## src/isrs_pkg.sv

```systemverilog
// Shared constants and types of the sensor readout sequencer and its controller
package isrs_pkg;
	localparam int ADDR_W  = 4;
	localparam int DATA_W  = 12;
	localparam int WORD_W  = 16;
	localparam int PIX_W   = 10;
	localparam int DLY_MAX = 13;
	localparam int ANA_DEP = 4;
	localparam int BUS_W   = 32;

	// Sensor parameter register addresses
	localparam logic [3:0]  A_PIXELS = 4'h0;
	localparam logic [3:0]  A_LINES  = 4'h1;
	localparam logic [3:0]  A_DELAY  = 4'h2;
	localparam logic [3:0]  A_AMP    = 4'h3;
	localparam logic [3:0]  A_ADC    = 4'h4;
	localparam logic [11:0] PIXELS_RST = 12'h010;
	localparam logic [11:0] LINES_RST  = 12'h008;
	localparam logic [11:0] CFG_RST    = 12'h000;
	localparam int AMP_ONE_OUT = 0;
	localparam int ADC_EXT_CLK = 0;
	localparam int DLY_PV_LSB  = 0;
	localparam int DLY_EV_LSB  = 4;
	localparam logic [3:0] DLY_OFFSET = 4'h2;

	// Sequencer timing in system clock cycles
	localparam logic [3:0] BLANK_CYCLES = 4'h8;
	localparam int LAT_TWO_OUT = 4;
	localparam int LAT_ONE_OUT = 5;
	localparam logic [1:0] FRAME_MIN = 2'h3;
	localparam int FREE_DELAY = 2;

	// Controller register word addresses and fields
	localparam logic [3:0]  CR_CTRL   = 4'h0;
	localparam logic [3:0]  CR_PERIOD = 4'h1;
	localparam logic [3:0]  CR_PARAM  = 4'h2;
	localparam logic [3:0]  CR_STATUS = 4'h3;
	localparam int CTRL_RUN  = 0;
	localparam int CTRL_FREE = 1;
	localparam logic [15:0] PERIOD_RST = 16'h0040;

	typedef enum logic [1:0] {
		S_IDLE  = 2'b00,
		S_SUSP  = 2'b01,
		S_BLANK = 2'b10,
		S_READ  = 2'b11
	} isrs_seq_t;

	typedef enum logic [1:0] {
		C_IDLE  = 2'b00,
		C_FRAME = 2'b01,
		C_LINES = 2'b10
	} isrs_ctl_t;

	typedef enum logic [1:0] {
		U_IDLE  = 2'b00,
		U_SETUP = 2'b01,
		U_CLOCK = 2'b10,
		U_LOAD  = 2'b11
	} isrs_up_t;

	// Delay setting nibble to added cycles: codes below three add nothing
	function automatic logic [3:0] isrs_tap(input logic [3:0] nib);
		isrs_tap = (nib > DLY_OFFSET) ? 4'(nib - DLY_OFFSET) : 4'h0;
	endfunction : isrs_tap
endpackage : isrs_pkg

```

## src/isrs_if.sv

```systemverilog
// Pin-level link between the sensor sequencer and its camera controller
`timescale 1ns/10ps
interface isrs_if;
	import isrs_pkg::*;
	logic              sysReset;
	logic              lineClk;
	logic              frameStart;
	logic              paramClk;
	logic              paramData;
	logic              regLoad;
	logic              adcClkExt;
	logic              pixValid;
	logic              endOfLine;
	logic              endOfFrame;
	logic [PIX_W-1:0]  analogOutputA;
	logic [PIX_W-1:0]  analogOutputB;
	logic              analogValid;
	logic [PIX_W-1:0]  adcData;

	modport device (
		input  sysReset, lineClk, frameStart, paramClk, paramData, regLoad, adcClkExt,
		output pixValid, endOfLine, endOfFrame, analogOutputA, analogOutputB,
		output analogValid, adcData
	);
	modport ctrl (
		output sysReset, lineClk, frameStart, paramClk, paramData, regLoad, adcClkExt,
		input  pixValid, endOfLine, endOfFrame, analogOutputA, analogOutputB,
		input  analogValid, adcData
	);
endinterface : isrs_if

```

## src/isrs_sensor.sv

```systemverilog
// Sensor end: readout sequencer, delay taps, analog pipeline, ADC and parameter upload
//
// Contract
// - Line strobe one cycle, frame strobe three
// - Line strobe high suspends the sequencer
// - Strobes glitch-free, sampled on rising clock
// - Row blanking precedes every line readout
// - Pixel valid spans programmed pixel count
// - End-of-line one cycle after valid falls
// - End-of-frame after last programmed line
// - Line strobes spaced at equal intervals
// - Free-run feedback delayed two clocks minimum
// - Two outputs valid four cycles later
// - Single output valid five cycles later
// - Programmable delay shifts valid and markers
// - ADC samples falling edge, internal half-rate
// - ADC pipeline latency two ADC clocks
// - Parameter serial input shifts on rising
// - Sixteen-bit word, address first, MSB first
// - Four address bits, twelve data bits
// - Load strobe copies word into register
// - Global reset input is active high
// - Low nibble delays valid, high markers
//
// Added by the designer: the register offsets and the strobed register port.
`timescale 1ns/10ps
module isrs_sensor
	import isrs_pkg::*;
(
	// System
	input  wire logic clk,
	input  wire logic arst_n,
	// Link to controller
	isrs_if.device    link
);
	// Sequencer state
	isrs_seq_t          state_reg,  state_next;
	logic [DATA_W-1:0]  pixCnt_reg, pixCnt_next;
	logic [DATA_W-1:0]  lineCnt_reg, lineCnt_next;
	logic [3:0]         blank_reg,  blank_next;
	logic               fall_reg,   fall_next;
	logic               last_reg,   last_next;
	// Parameter upload
	logic [WORD_W-1:0]  shift_reg,  shift_next;
	logic               pclkPrev_reg, loadPrev_reg;
	logic [DATA_W-1:0]  pixels_reg, pixels_next;
	logic [DATA_W-1:0]  lines_reg,  lines_next;
	logic [DATA_W-1:0]  delay_reg,  delay_next;
	logic [DATA_W-1:0]  amp_reg,    amp_next;
	logic [DATA_W-1:0]  adcCfg_reg, adcCfg_next;
	// Delay taps and outputs
	logic [DLY_MAX-1:0] pvSh_reg;
	// One stage longer: markers trail the fall of valid by a cycle
	logic [DLY_MAX:0]   eolSh_reg, eofSh_reg;
	logic               pv_reg, eol_reg, eof_reg;
	logic               pv_next, eol_next, eof_next;
	// Analog pipeline
	logic [PIX_W-1:0]   anaPipe_reg [ANA_DEP];
	logic [ANA_DEP-1:0] valPipe_reg;
	logic [PIX_W-1:0]   outA_reg, outB_reg, outA_next, outB_next;
	logic               outV_reg, outV_next;
	// ADC
	logic               adcInt_reg, adcPrev_reg, adcSel_reg;
	logic [PIX_W-1:0]   adcS0_reg, adcS1_reg, adcD_reg;
	logic               adcSrc, adcFall, reading, oneOut;
	logic [3:0]         tapPv, tapEv;

	assign reading = (state_reg == S_READ);
	assign oneOut  = amp_reg[AMP_ONE_OUT];
	assign tapPv   = isrs_tap(delay_reg[DLY_PV_LSB +: 4]);
	assign tapEv   = isrs_tap(delay_reg[DLY_EV_LSB +: 4]);

	// Sequencer next state
	always_comb begin
		state_next   = state_reg;
		pixCnt_next  = pixCnt_reg;
		lineCnt_next = lineCnt_reg;
		blank_next   = blank_reg;
		fall_next    = 1'b0;
		last_next    = 1'b0;
		if (link.frameStart) begin
			state_next   = S_IDLE;
			lineCnt_next = '0;
			pixCnt_next  = '0;
		end else begin
			case (state_reg)
				S_IDLE: begin
					if (link.lineClk) begin
						state_next = S_SUSP;
					end
				end
				S_SUSP: begin
					if (!link.lineClk) begin
						state_next = S_BLANK;
						blank_next = '0;
					end
				end
				S_BLANK: begin
					if (!link.lineClk) begin
						blank_next = 4'(blank_reg + 4'h1);
						if (blank_reg == BLANK_CYCLES - 4'h1) begin
							state_next  = S_READ;
							pixCnt_next = '0;
						end
					end
				end
				S_READ: begin
					if (!link.lineClk) begin
						pixCnt_next = 12'(pixCnt_reg + 12'h001);
						if (pixCnt_reg == 12'(pixels_reg - 12'h001)) begin
							state_next   = S_IDLE;
							fall_next    = 1'b1;
							lineCnt_next = 12'(lineCnt_reg + 12'h001);
							last_next    = (12'(lineCnt_reg + 12'h001) == lines_reg);
						end
					end
				end
				default: state_next = S_IDLE;
			endcase
		end
	end

	always_ff @(posedge clk or negedge arst_n) begin
		if (!arst_n) begin
			state_reg   <= S_IDLE;
			pixCnt_reg  <= '0;
			lineCnt_reg <= '0;
			blank_reg   <= '0;
			fall_reg    <= 1'b0;
			last_reg    <= 1'b0;
		end else if (link.sysReset) begin
			state_reg   <= S_IDLE;
			pixCnt_reg  <= '0;
			lineCnt_reg <= '0;
			blank_reg   <= '0;
			fall_reg    <= 1'b0;
			last_reg    <= 1'b0;
		end else begin
			state_reg   <= state_next;
			pixCnt_reg  <= pixCnt_next;
			lineCnt_reg <= lineCnt_next;
			blank_reg   <= blank_next;
			fall_reg    <= fall_next;
			last_reg    <= last_next;
		end
	end

	// Parameter upload next values
	always_comb begin
		shift_next  = shift_reg;
		pixels_next = pixels_reg;
		lines_next  = lines_reg;
		delay_next  = delay_reg;
		amp_next    = amp_reg;
		adcCfg_next = adcCfg_reg;
		// first bit ends up on top
		if (link.paramClk && !pclkPrev_reg) begin
			shift_next = {shift_reg[WORD_W-2:0], link.paramData};
		end
		if (link.regLoad && !loadPrev_reg) begin
			if (shift_reg[WORD_W-1 -: ADDR_W] == A_PIXELS) begin
				pixels_next = shift_reg[DATA_W-1:0];
			end else if (shift_reg[WORD_W-1 -: ADDR_W] == A_LINES) begin
				lines_next = shift_reg[DATA_W-1:0];
			end else if (shift_reg[WORD_W-1 -: ADDR_W] == A_DELAY) begin
				delay_next = shift_reg[DATA_W-1:0];
			end else if (shift_reg[WORD_W-1 -: ADDR_W] == A_AMP) begin
				amp_next = shift_reg[DATA_W-1:0];
			end else if (shift_reg[WORD_W-1 -: ADDR_W] == A_ADC) begin
				adcCfg_next = shift_reg[DATA_W-1:0];
			end
		end
	end

	// Parameters survive the sensor's global reset; only power-on clears them
	always_ff @(posedge clk or negedge arst_n) begin
		if (!arst_n) begin
			shift_reg    <= '0;
			pclkPrev_reg <= 1'b0;
			loadPrev_reg <= 1'b0;
			pixels_reg   <= PIXELS_RST;
			lines_reg    <= LINES_RST;
			delay_reg    <= CFG_RST;
			amp_reg      <= CFG_RST;
			adcCfg_reg   <= CFG_RST;
		end else begin
			shift_reg    <= shift_next;
			pclkPrev_reg <= link.paramClk;
			loadPrev_reg <= link.regLoad;
			pixels_reg   <= pixels_next;
			lines_reg    <= lines_next;
			delay_reg    <= delay_next;
			amp_reg      <= amp_next;
			adcCfg_reg   <= adcCfg_next;
		end
	end

	// Delay tap selection and analog output mux
	always_comb begin
		pv_next  = (tapPv == 4'h0) ? reading  : pvSh_reg[4'(tapPv - 4'h1)];
		eol_next = eolSh_reg[tapEv];
		eof_next = eofSh_reg[tapEv];
		if (oneOut) begin
			outV_next = valPipe_reg[LAT_ONE_OUT-2];
			outA_next = anaPipe_reg[LAT_ONE_OUT-2];
			outB_next = '0;
		end else begin
			outV_next = valPipe_reg[LAT_TWO_OUT-2];
			outA_next = anaPipe_reg[LAT_TWO_OUT-2];
			outB_next = ~anaPipe_reg[LAT_TWO_OUT-2];
		end
	end

	always_ff @(posedge clk or negedge arst_n) begin
		if (!arst_n) begin
			pvSh_reg    <= '0;
			eolSh_reg   <= '0;
			eofSh_reg   <= '0;
			pv_reg      <= 1'b0;
			eol_reg     <= 1'b0;
			eof_reg     <= 1'b0;
			valPipe_reg <= '0;
			outV_reg    <= 1'b0;
			outA_reg    <= '0;
			outB_reg    <= '0;
			for (int i = 0; i < ANA_DEP; i++) begin
				anaPipe_reg[i] <= '0;
			end
		end else if (link.sysReset) begin
			pvSh_reg    <= '0;
			eolSh_reg   <= '0;
			eofSh_reg   <= '0;
			pv_reg      <= 1'b0;
			eol_reg     <= 1'b0;
			eof_reg     <= 1'b0;
			valPipe_reg <= '0;
			outV_reg    <= 1'b0;
		end else begin
			pvSh_reg    <= {pvSh_reg[DLY_MAX-2:0], reading};
			eolSh_reg   <= {eolSh_reg[DLY_MAX-1:0], fall_reg};
			eofSh_reg   <= {eofSh_reg[DLY_MAX-1:0], fall_reg && last_reg};
			pv_reg      <= pv_next;
			eol_reg     <= eol_next;
			eof_reg     <= eof_next;
			valPipe_reg <= {valPipe_reg[ANA_DEP-2:0], reading};
			anaPipe_reg[0] <= pixCnt_reg[PIX_W-1:0];
			for (int i = 1; i < ANA_DEP; i++) begin
				anaPipe_reg[i] <= anaPipe_reg[i-1];
			end
			outV_reg    <= outV_next;
			outA_reg    <= outA_next;
			outB_reg    <= outB_next;
		end
	end

	assign adcSrc  = adcCfg_reg[ADC_EXT_CLK] ? link.adcClkExt : adcInt_reg;
	assign adcFall = adcPrev_reg && !adcSrc;

	always_ff @(posedge clk or negedge arst_n) begin
		if (!arst_n) begin
			adcInt_reg  <= 1'b0;
			adcPrev_reg <= 1'b0;
			adcSel_reg  <= 1'b0;
			adcS0_reg   <= '0;
			adcS1_reg   <= '0;
			adcD_reg    <= '0;
		end else begin
			adcInt_reg  <= !adcInt_reg;
			adcPrev_reg <= adcSrc;
			if (adcFall) begin
				// One converter serves both outputs by alternating the sampled output in two-output mode
				adcSel_reg <= oneOut ? 1'b0 : !adcSel_reg;
				adcS0_reg  <= adcSel_reg ? outB_reg : outA_reg;
				adcS1_reg  <= adcS0_reg;
				adcD_reg   <= adcS1_reg;
			end
		end
	end

	assign link.pixValid      = pv_reg;
	assign link.endOfLine     = eol_reg;
	assign link.endOfFrame    = eof_reg;
	assign link.analogOutputA = outA_reg;
	assign link.analogOutputB = outB_reg;
	assign link.analogValid   = outV_reg;
	assign link.adcData       = adcD_reg;
endmodule : isrs_sensor

```

## src/flat_wrapper.sv

```systemverilog
// flat-port wrapper written by rule: the top's interface ports become plain ports
module isrs_sensor_flat import isrs_pkg::*;
  (clk, arst_n, link_sysReset, link_lineClk, link_frameStart, link_paramClk, link_paramData, link_regLoad, link_adcClkExt, link_pixValid, link_endOfLine, link_endOfFrame, link_analogOutputA, link_analogOutputB, link_analogValid, link_adcData);
  isrs_if link_i ();
  input  wire logic clk;
  input  wire logic arst_n;
  input wire logic [$bits(link_i.sysReset)-1:0] link_sysReset;
  input wire logic [$bits(link_i.lineClk)-1:0] link_lineClk;
  input wire logic [$bits(link_i.frameStart)-1:0] link_frameStart;
  input wire logic [$bits(link_i.paramClk)-1:0] link_paramClk;
  input wire logic [$bits(link_i.paramData)-1:0] link_paramData;
  input wire logic [$bits(link_i.regLoad)-1:0] link_regLoad;
  input wire logic [$bits(link_i.adcClkExt)-1:0] link_adcClkExt;
  output wire logic [$bits(link_i.pixValid)-1:0] link_pixValid;
  output wire logic [$bits(link_i.endOfLine)-1:0] link_endOfLine;
  output wire logic [$bits(link_i.endOfFrame)-1:0] link_endOfFrame;
  output wire logic [$bits(link_i.analogOutputA)-1:0] link_analogOutputA;
  output wire logic [$bits(link_i.analogOutputB)-1:0] link_analogOutputB;
  output wire logic [$bits(link_i.analogValid)-1:0] link_analogValid;
  output wire logic [$bits(link_i.adcData)-1:0] link_adcData;
  assign link_i.sysReset = link_sysReset;
  assign link_i.lineClk = link_lineClk;
  assign link_i.frameStart = link_frameStart;
  assign link_i.paramClk = link_paramClk;
  assign link_i.paramData = link_paramData;
  assign link_i.regLoad = link_regLoad;
  assign link_i.adcClkExt = link_adcClkExt;
  assign link_pixValid = link_i.pixValid;
  assign link_endOfLine = link_i.endOfLine;
  assign link_endOfFrame = link_i.endOfFrame;
  assign link_analogOutputA = link_i.analogOutputA;
  assign link_analogOutputB = link_i.analogOutputB;
  assign link_analogValid = link_i.analogValid;
  assign link_adcData = link_i.adcData;
  isrs_sensor u_core (.clk(clk), .arst_n(arst_n), .link(link_i));
endmodule
```

## config.mk

```make
export PLATFORM = sky130hd
export DESIGN_NAME = isrs_sensor_flat
export DESIGN_NICKNAME = d
export VERILOG_FILES = /design/src/isrs_pkg.sv /design/src/isrs_if.sv /design/src/isrs_sensor.sv /design/src/flat_wrapper.sv
export SDC_FILE = /design/constraint.sdc
export NUM_CORES = 1
export LEC_CHECK = 0
export BUFFER_PORTS_ARGS = -buffer_cell sky130_fd_sc_hd__buf_4
export CAP_MARGIN = 0
export CORE_MARGIN = 5
export CORE_UTILIZATION = 60
export CTS_CLUSTER_SIZE = 10
export DETAILED_ROUTE_END_ITERATION = 7
export PLACE_DENSITY = 0.84
export SYNTH_ARGS = -nofsm -noshare
export SYNTH_HDL_FRONTEND = slang
export SYNTH_SLANG_ARGS = --single-unit
```

## constraint.sdc

```tcl
create_clock -name clk -period 5.99 [get_ports clk]
set_clock_uncertainty 0.05 [all_clocks]
set_input_delay 0.2995 -clock clk [delete_from_list [all_inputs] [get_ports clk]]
set_output_delay 0.2995 -clock clk [all_outputs]
set_load 0.01 [all_outputs]
```

==> metrics.md <==
| Metric | Value |
|---|---|
| # Post-CTS Setup Buffers | 0 |
| Ys async rst share | 100.0% |
| Achievable Freq | about 330 MHz |
| Number of flops mapped to enable cells by yosys | 0 |
| Met2 wire len | approximately 9200 um |
| Unique cell type count in the Yosys netlist | 53 |
| Topmost layer with routed signal wires | met4 |
| Total wire length | between 15,000 and 20,000 um |
| Synth Instances | between 800 and 900 |
| CTS Buf Count | 26 |
| # port buffers | 42 |
| Crit path max fanout | 19 |
| Net switching power | between 1 and 1.5 mW |
| H-tree levels | 1 |
| PostCTS Resize Cnt | 0 |
| Main combinational cell family by area after synthesis | multiplexers |
| Logic pwr share | 20.5% |
| XOR/XNOR share of the synthesized area | 3.157% |
| Hpwl dp | between 10,000 and 15,000 um |
| Routed Antenna Nets | 0 |
| Tmin final | between 3 and 4 ns |
| Die height | ~140 um |
| DRC | 0 |
| Kind of critical path | register to register |
| Clock buffer depth | 3 |
| Hold WS | around 0.17 ns |
| Placer Congestion | about 0.86 |
| Clock root cell | clkbuf_16 |
| Pre-CTS setup slack | slightly below 3 ns |
| Largest register FFs | 40 |
| Pwr dens | 382.1 nW/um^2 |
| Via/cell ratio | around 5.9 |
| Worst setup margin | approximately 3 ns |
| VDD IR-drop max | between 200 and 250 uV |
| Clk sink count | about 220 |
| Hold endpoint | u_core.blank_reg[3]$_DFFE_PN0P_ |
| Initial DRT Pass Iterations | 5 |
| Hold Startpoint | link_lineClk |
| Avg Cell Area, Syn | 11.95 um^2 |
| Sum of negative setup slack | 0 ns |
| Finished Core Util | between 60% and 70% |
| Via Count | roughly 6,500 |
| Largest net degree at the start of global routing | 106 |
| Layout area overhead | 12.68% |
| Sequential power share | 47.0% |
| Antenna diodes | 0 |
| Power share of the clock group | 32.5% |
| # rows | between 40 and 50 |
| Complex-gate fraction of the synthesized area | under 10% |
| CTS tree | done |
| Reg2Reg Depth | 9 |
| Most common cell after layout, fill and taps aside | dfrtp_1 |
| P_int | between 3 and 4 mW |
| Global-route wire length before repair | 32,700 um |
| Top_reg_cell synth | dfrtp_1 |
| Area of the multi-input gates | between 4000 and 5000 um^2 |
| Die Width | 139.0 um |
| Initial antenna violation count | 0 |
| Starting Density | 60.65% |
| Num ports | 43 |
| Start of the worst register-to-register path | u_core.pixels_reg[0]$_DFFE_PN0P_ |
| Wire length per cell | about 17 um |
| FF-to-FF End | u_core.lineCnt_reg[11]$_DFFE_PN0P_ |
| Maxcap violations | 0 |
| Die area | 19,330 um^2 |
| Core Region | about 16,000 um^2 |
| CP arrival | between 3 and 4 ns |
| Register area share after synthesis | ~56% |
| Hold Path Depth | 3 |
| CP startpoint kind | register |
| Static Leak | ~5.2 nW |
| Relative slew margins | just over 40% |
| CP required | 6.38 ns |
| Simple-Gate Fraction of Synth Area | 12.72% |
| FF-to-FF setup slack | around 3 ns |
| Fraction of layout cells with a size suffix above 1 | a little under a quarter |
| Worst-Skew Late Latency | 0.51 ns |
| Adder-cell share of the synthesized area | 1.503% |
| Total area of sequential cells | 5558 um^2 |
| # fillers | approximately 1,100 |
| Overall Power | around 4.3 mW |
| Final hold violations | 0 |
| Vias in the first global route | 6,613 |
| Met1 WL | between 8000 and 9000 um |
| Syn nets | about 860 |
| Final max-slew violation count | 0 |
| 1st-iter DRT viols | 498 |
| Hold WC Path Type | input pin to register |
| Metal3 WL | 822 um |
| GR Overflow Total | 0 |
| CTS clock-pin slew for the worst setup and hold paths | roughly 0.060 ns |
| Total track usage | roughly a fifth |
| Run status | complete, no violations |
| Synth warn | 0 |
| Final period util | around 50% |
| Crit end category | register |
| Mux contribution to synthesized area | approximately 17% |
| Mapped Area | ~10000 um^2 |
| Slew @ Worst Pin | between 0.8 and 0.9 ns |
| #FFs+latches synth | around 220 |
| Most frequent cells in the layout | dfrtp_1, mux2_2, nand2_1, o21ai_0, nor2b_1 |
| Nets | 896 |
| Sw Ratio | between 20% and 30% |
| RSZ-0062 raised after global routing | no |
| Final Setup Violations | 0 |
## per-layer routing
| metal | vias up | track usage, % |
|---|---|---|
| met3 | 40 | 3.069 |
| met5 | - | 0 |
| met2 | 150 | 32.68 |
| li1 | 3030 | - |
| met1 | 3259 | 28.07 |
| met4 | 0 | 5.407 |
## power by group through the flow
stage	sequential, mW	combinational [mW]	clock (mW)
finish	2.02	0.881	1.40
global route	2.06	0.974	1.48
CTS	2.02	0.890	1.42
detailed placement	2.04	0.870	0
global placement	2.02	0.827	0
floorplan	1.94	0.683	0
## worst max-delay path: stages, from the launching register on
cell,delay [ns]
dfrtp_1,0.44
inv_1,0.07
ha_1,0.33
nor2b_1,0.18
or3_1,0.32
a31o_1,0.23
nor4_4,0.38
nand4_4,0.28
or4_1,0.54
a21oi_1,0.15
## worst max-delay path by stage
| stage | cells past startpoint | start | end |
|---|---|---|---|
| global placement | 9 | u_core.pixels_reg[0]$_DFFE_PN0P_ | u_core.lineCnt_reg[11]$_DFFE_PN0P_ |
| detailed placement | 9 | u_core.pixels_reg[0]$_DFFE_PN0P_ | u_core.lineCnt_reg[11]$_DFFE_PN0P_ |
| floorplan | 11 | u_core.pixels_reg[0]$_DFFE_PN0P_ | u_core.lineCnt_reg[11]$_DFFE_PN0P_ |
| finish | 9 | u_core.pixels_reg[0]$_DFFE_PN0P_ | u_core.lineCnt_reg[11]$_DFFE_PN0P_ |
| CTS | 9 | u_core.pixels_reg[0]$_DFFE_PN0P_ | u_core.lineCnt_reg[11]$_DFFE_PN0P_ |
| global route | 9 | u_core.pixels_reg[0]$_DFFE_PN0P_ | u_core.lineCnt_reg[11]$_DFFE_PN0P_ |
## Yosys cell counts, types with 3 or more instances
cell	count	area [um^2]
a211oi_1	6	45.04
a21oi_1	19	95.09
a222oi_1	3	30.03
a31oi_1	4	25.02
and3_1	7	43.79
buf_1	9	33.78
clkbuf_1	29	108.9
dfrtp_1	220	5505
ha_1	12	150.1
inv_1	15	56.30
mux2_2	112	1261
mux2i_1	32	320.3
mux4_2	6	135.1
nand2_1	62	232.7
nand2b_1	6	37.54
nand3_1	22	110.1
nand3b_1	5	37.54
nand4_1	7	43.79
nor2_1	33	123.9
nor2b_1	50	312.8
nor3_1	12	60.06
nor3b_1	4	30.03
o2111ai_1	3	26.28
o211ai_1	5	37.54
o21ai_0	59	295.3
o22ai_1	3	18.77
o31ai_1	10	75.07
or2_2	3	18.77
or3_1	9	56.30
xnor2_1	18	157.7
xor2_1	18	157.7
## logic make-up (layout without fill, tap and decap cells)
logic type | after synthesis | in the layout
compound gates | 125 | 125
xor+xnor | 36 | 36
fa+ha+maj | 12 | 12
buf+inv | 56 | 107
flops | 222 | 222
mux | 150 | 150
simple gates | 235 | 235
## per-stage QoR
step,cell area (um^2),cells
floorplan,9987,836
global placement,10460,1062
detailed placement,10460,1062
CTS,11250,1107
global route,11250,1107
finish,11250,1107
## cell type report
cell class	instances	share of cell area [%]
Clock buffer	40	6.616
Inverter	15	0.5003
Tap cell	220	2.446
Multi-Input combinational cell	558	37.40
Timing Repair Buffer	52	3.647
Sequential cell	222	49.39
## what timing repair did
action / CTS / global route
setup endpoints to repair: 0 / 0
endpoints found under the hold margin: 107 / 0
hold buffers: 5 / 0
Power figures use the tool's default switching activity.
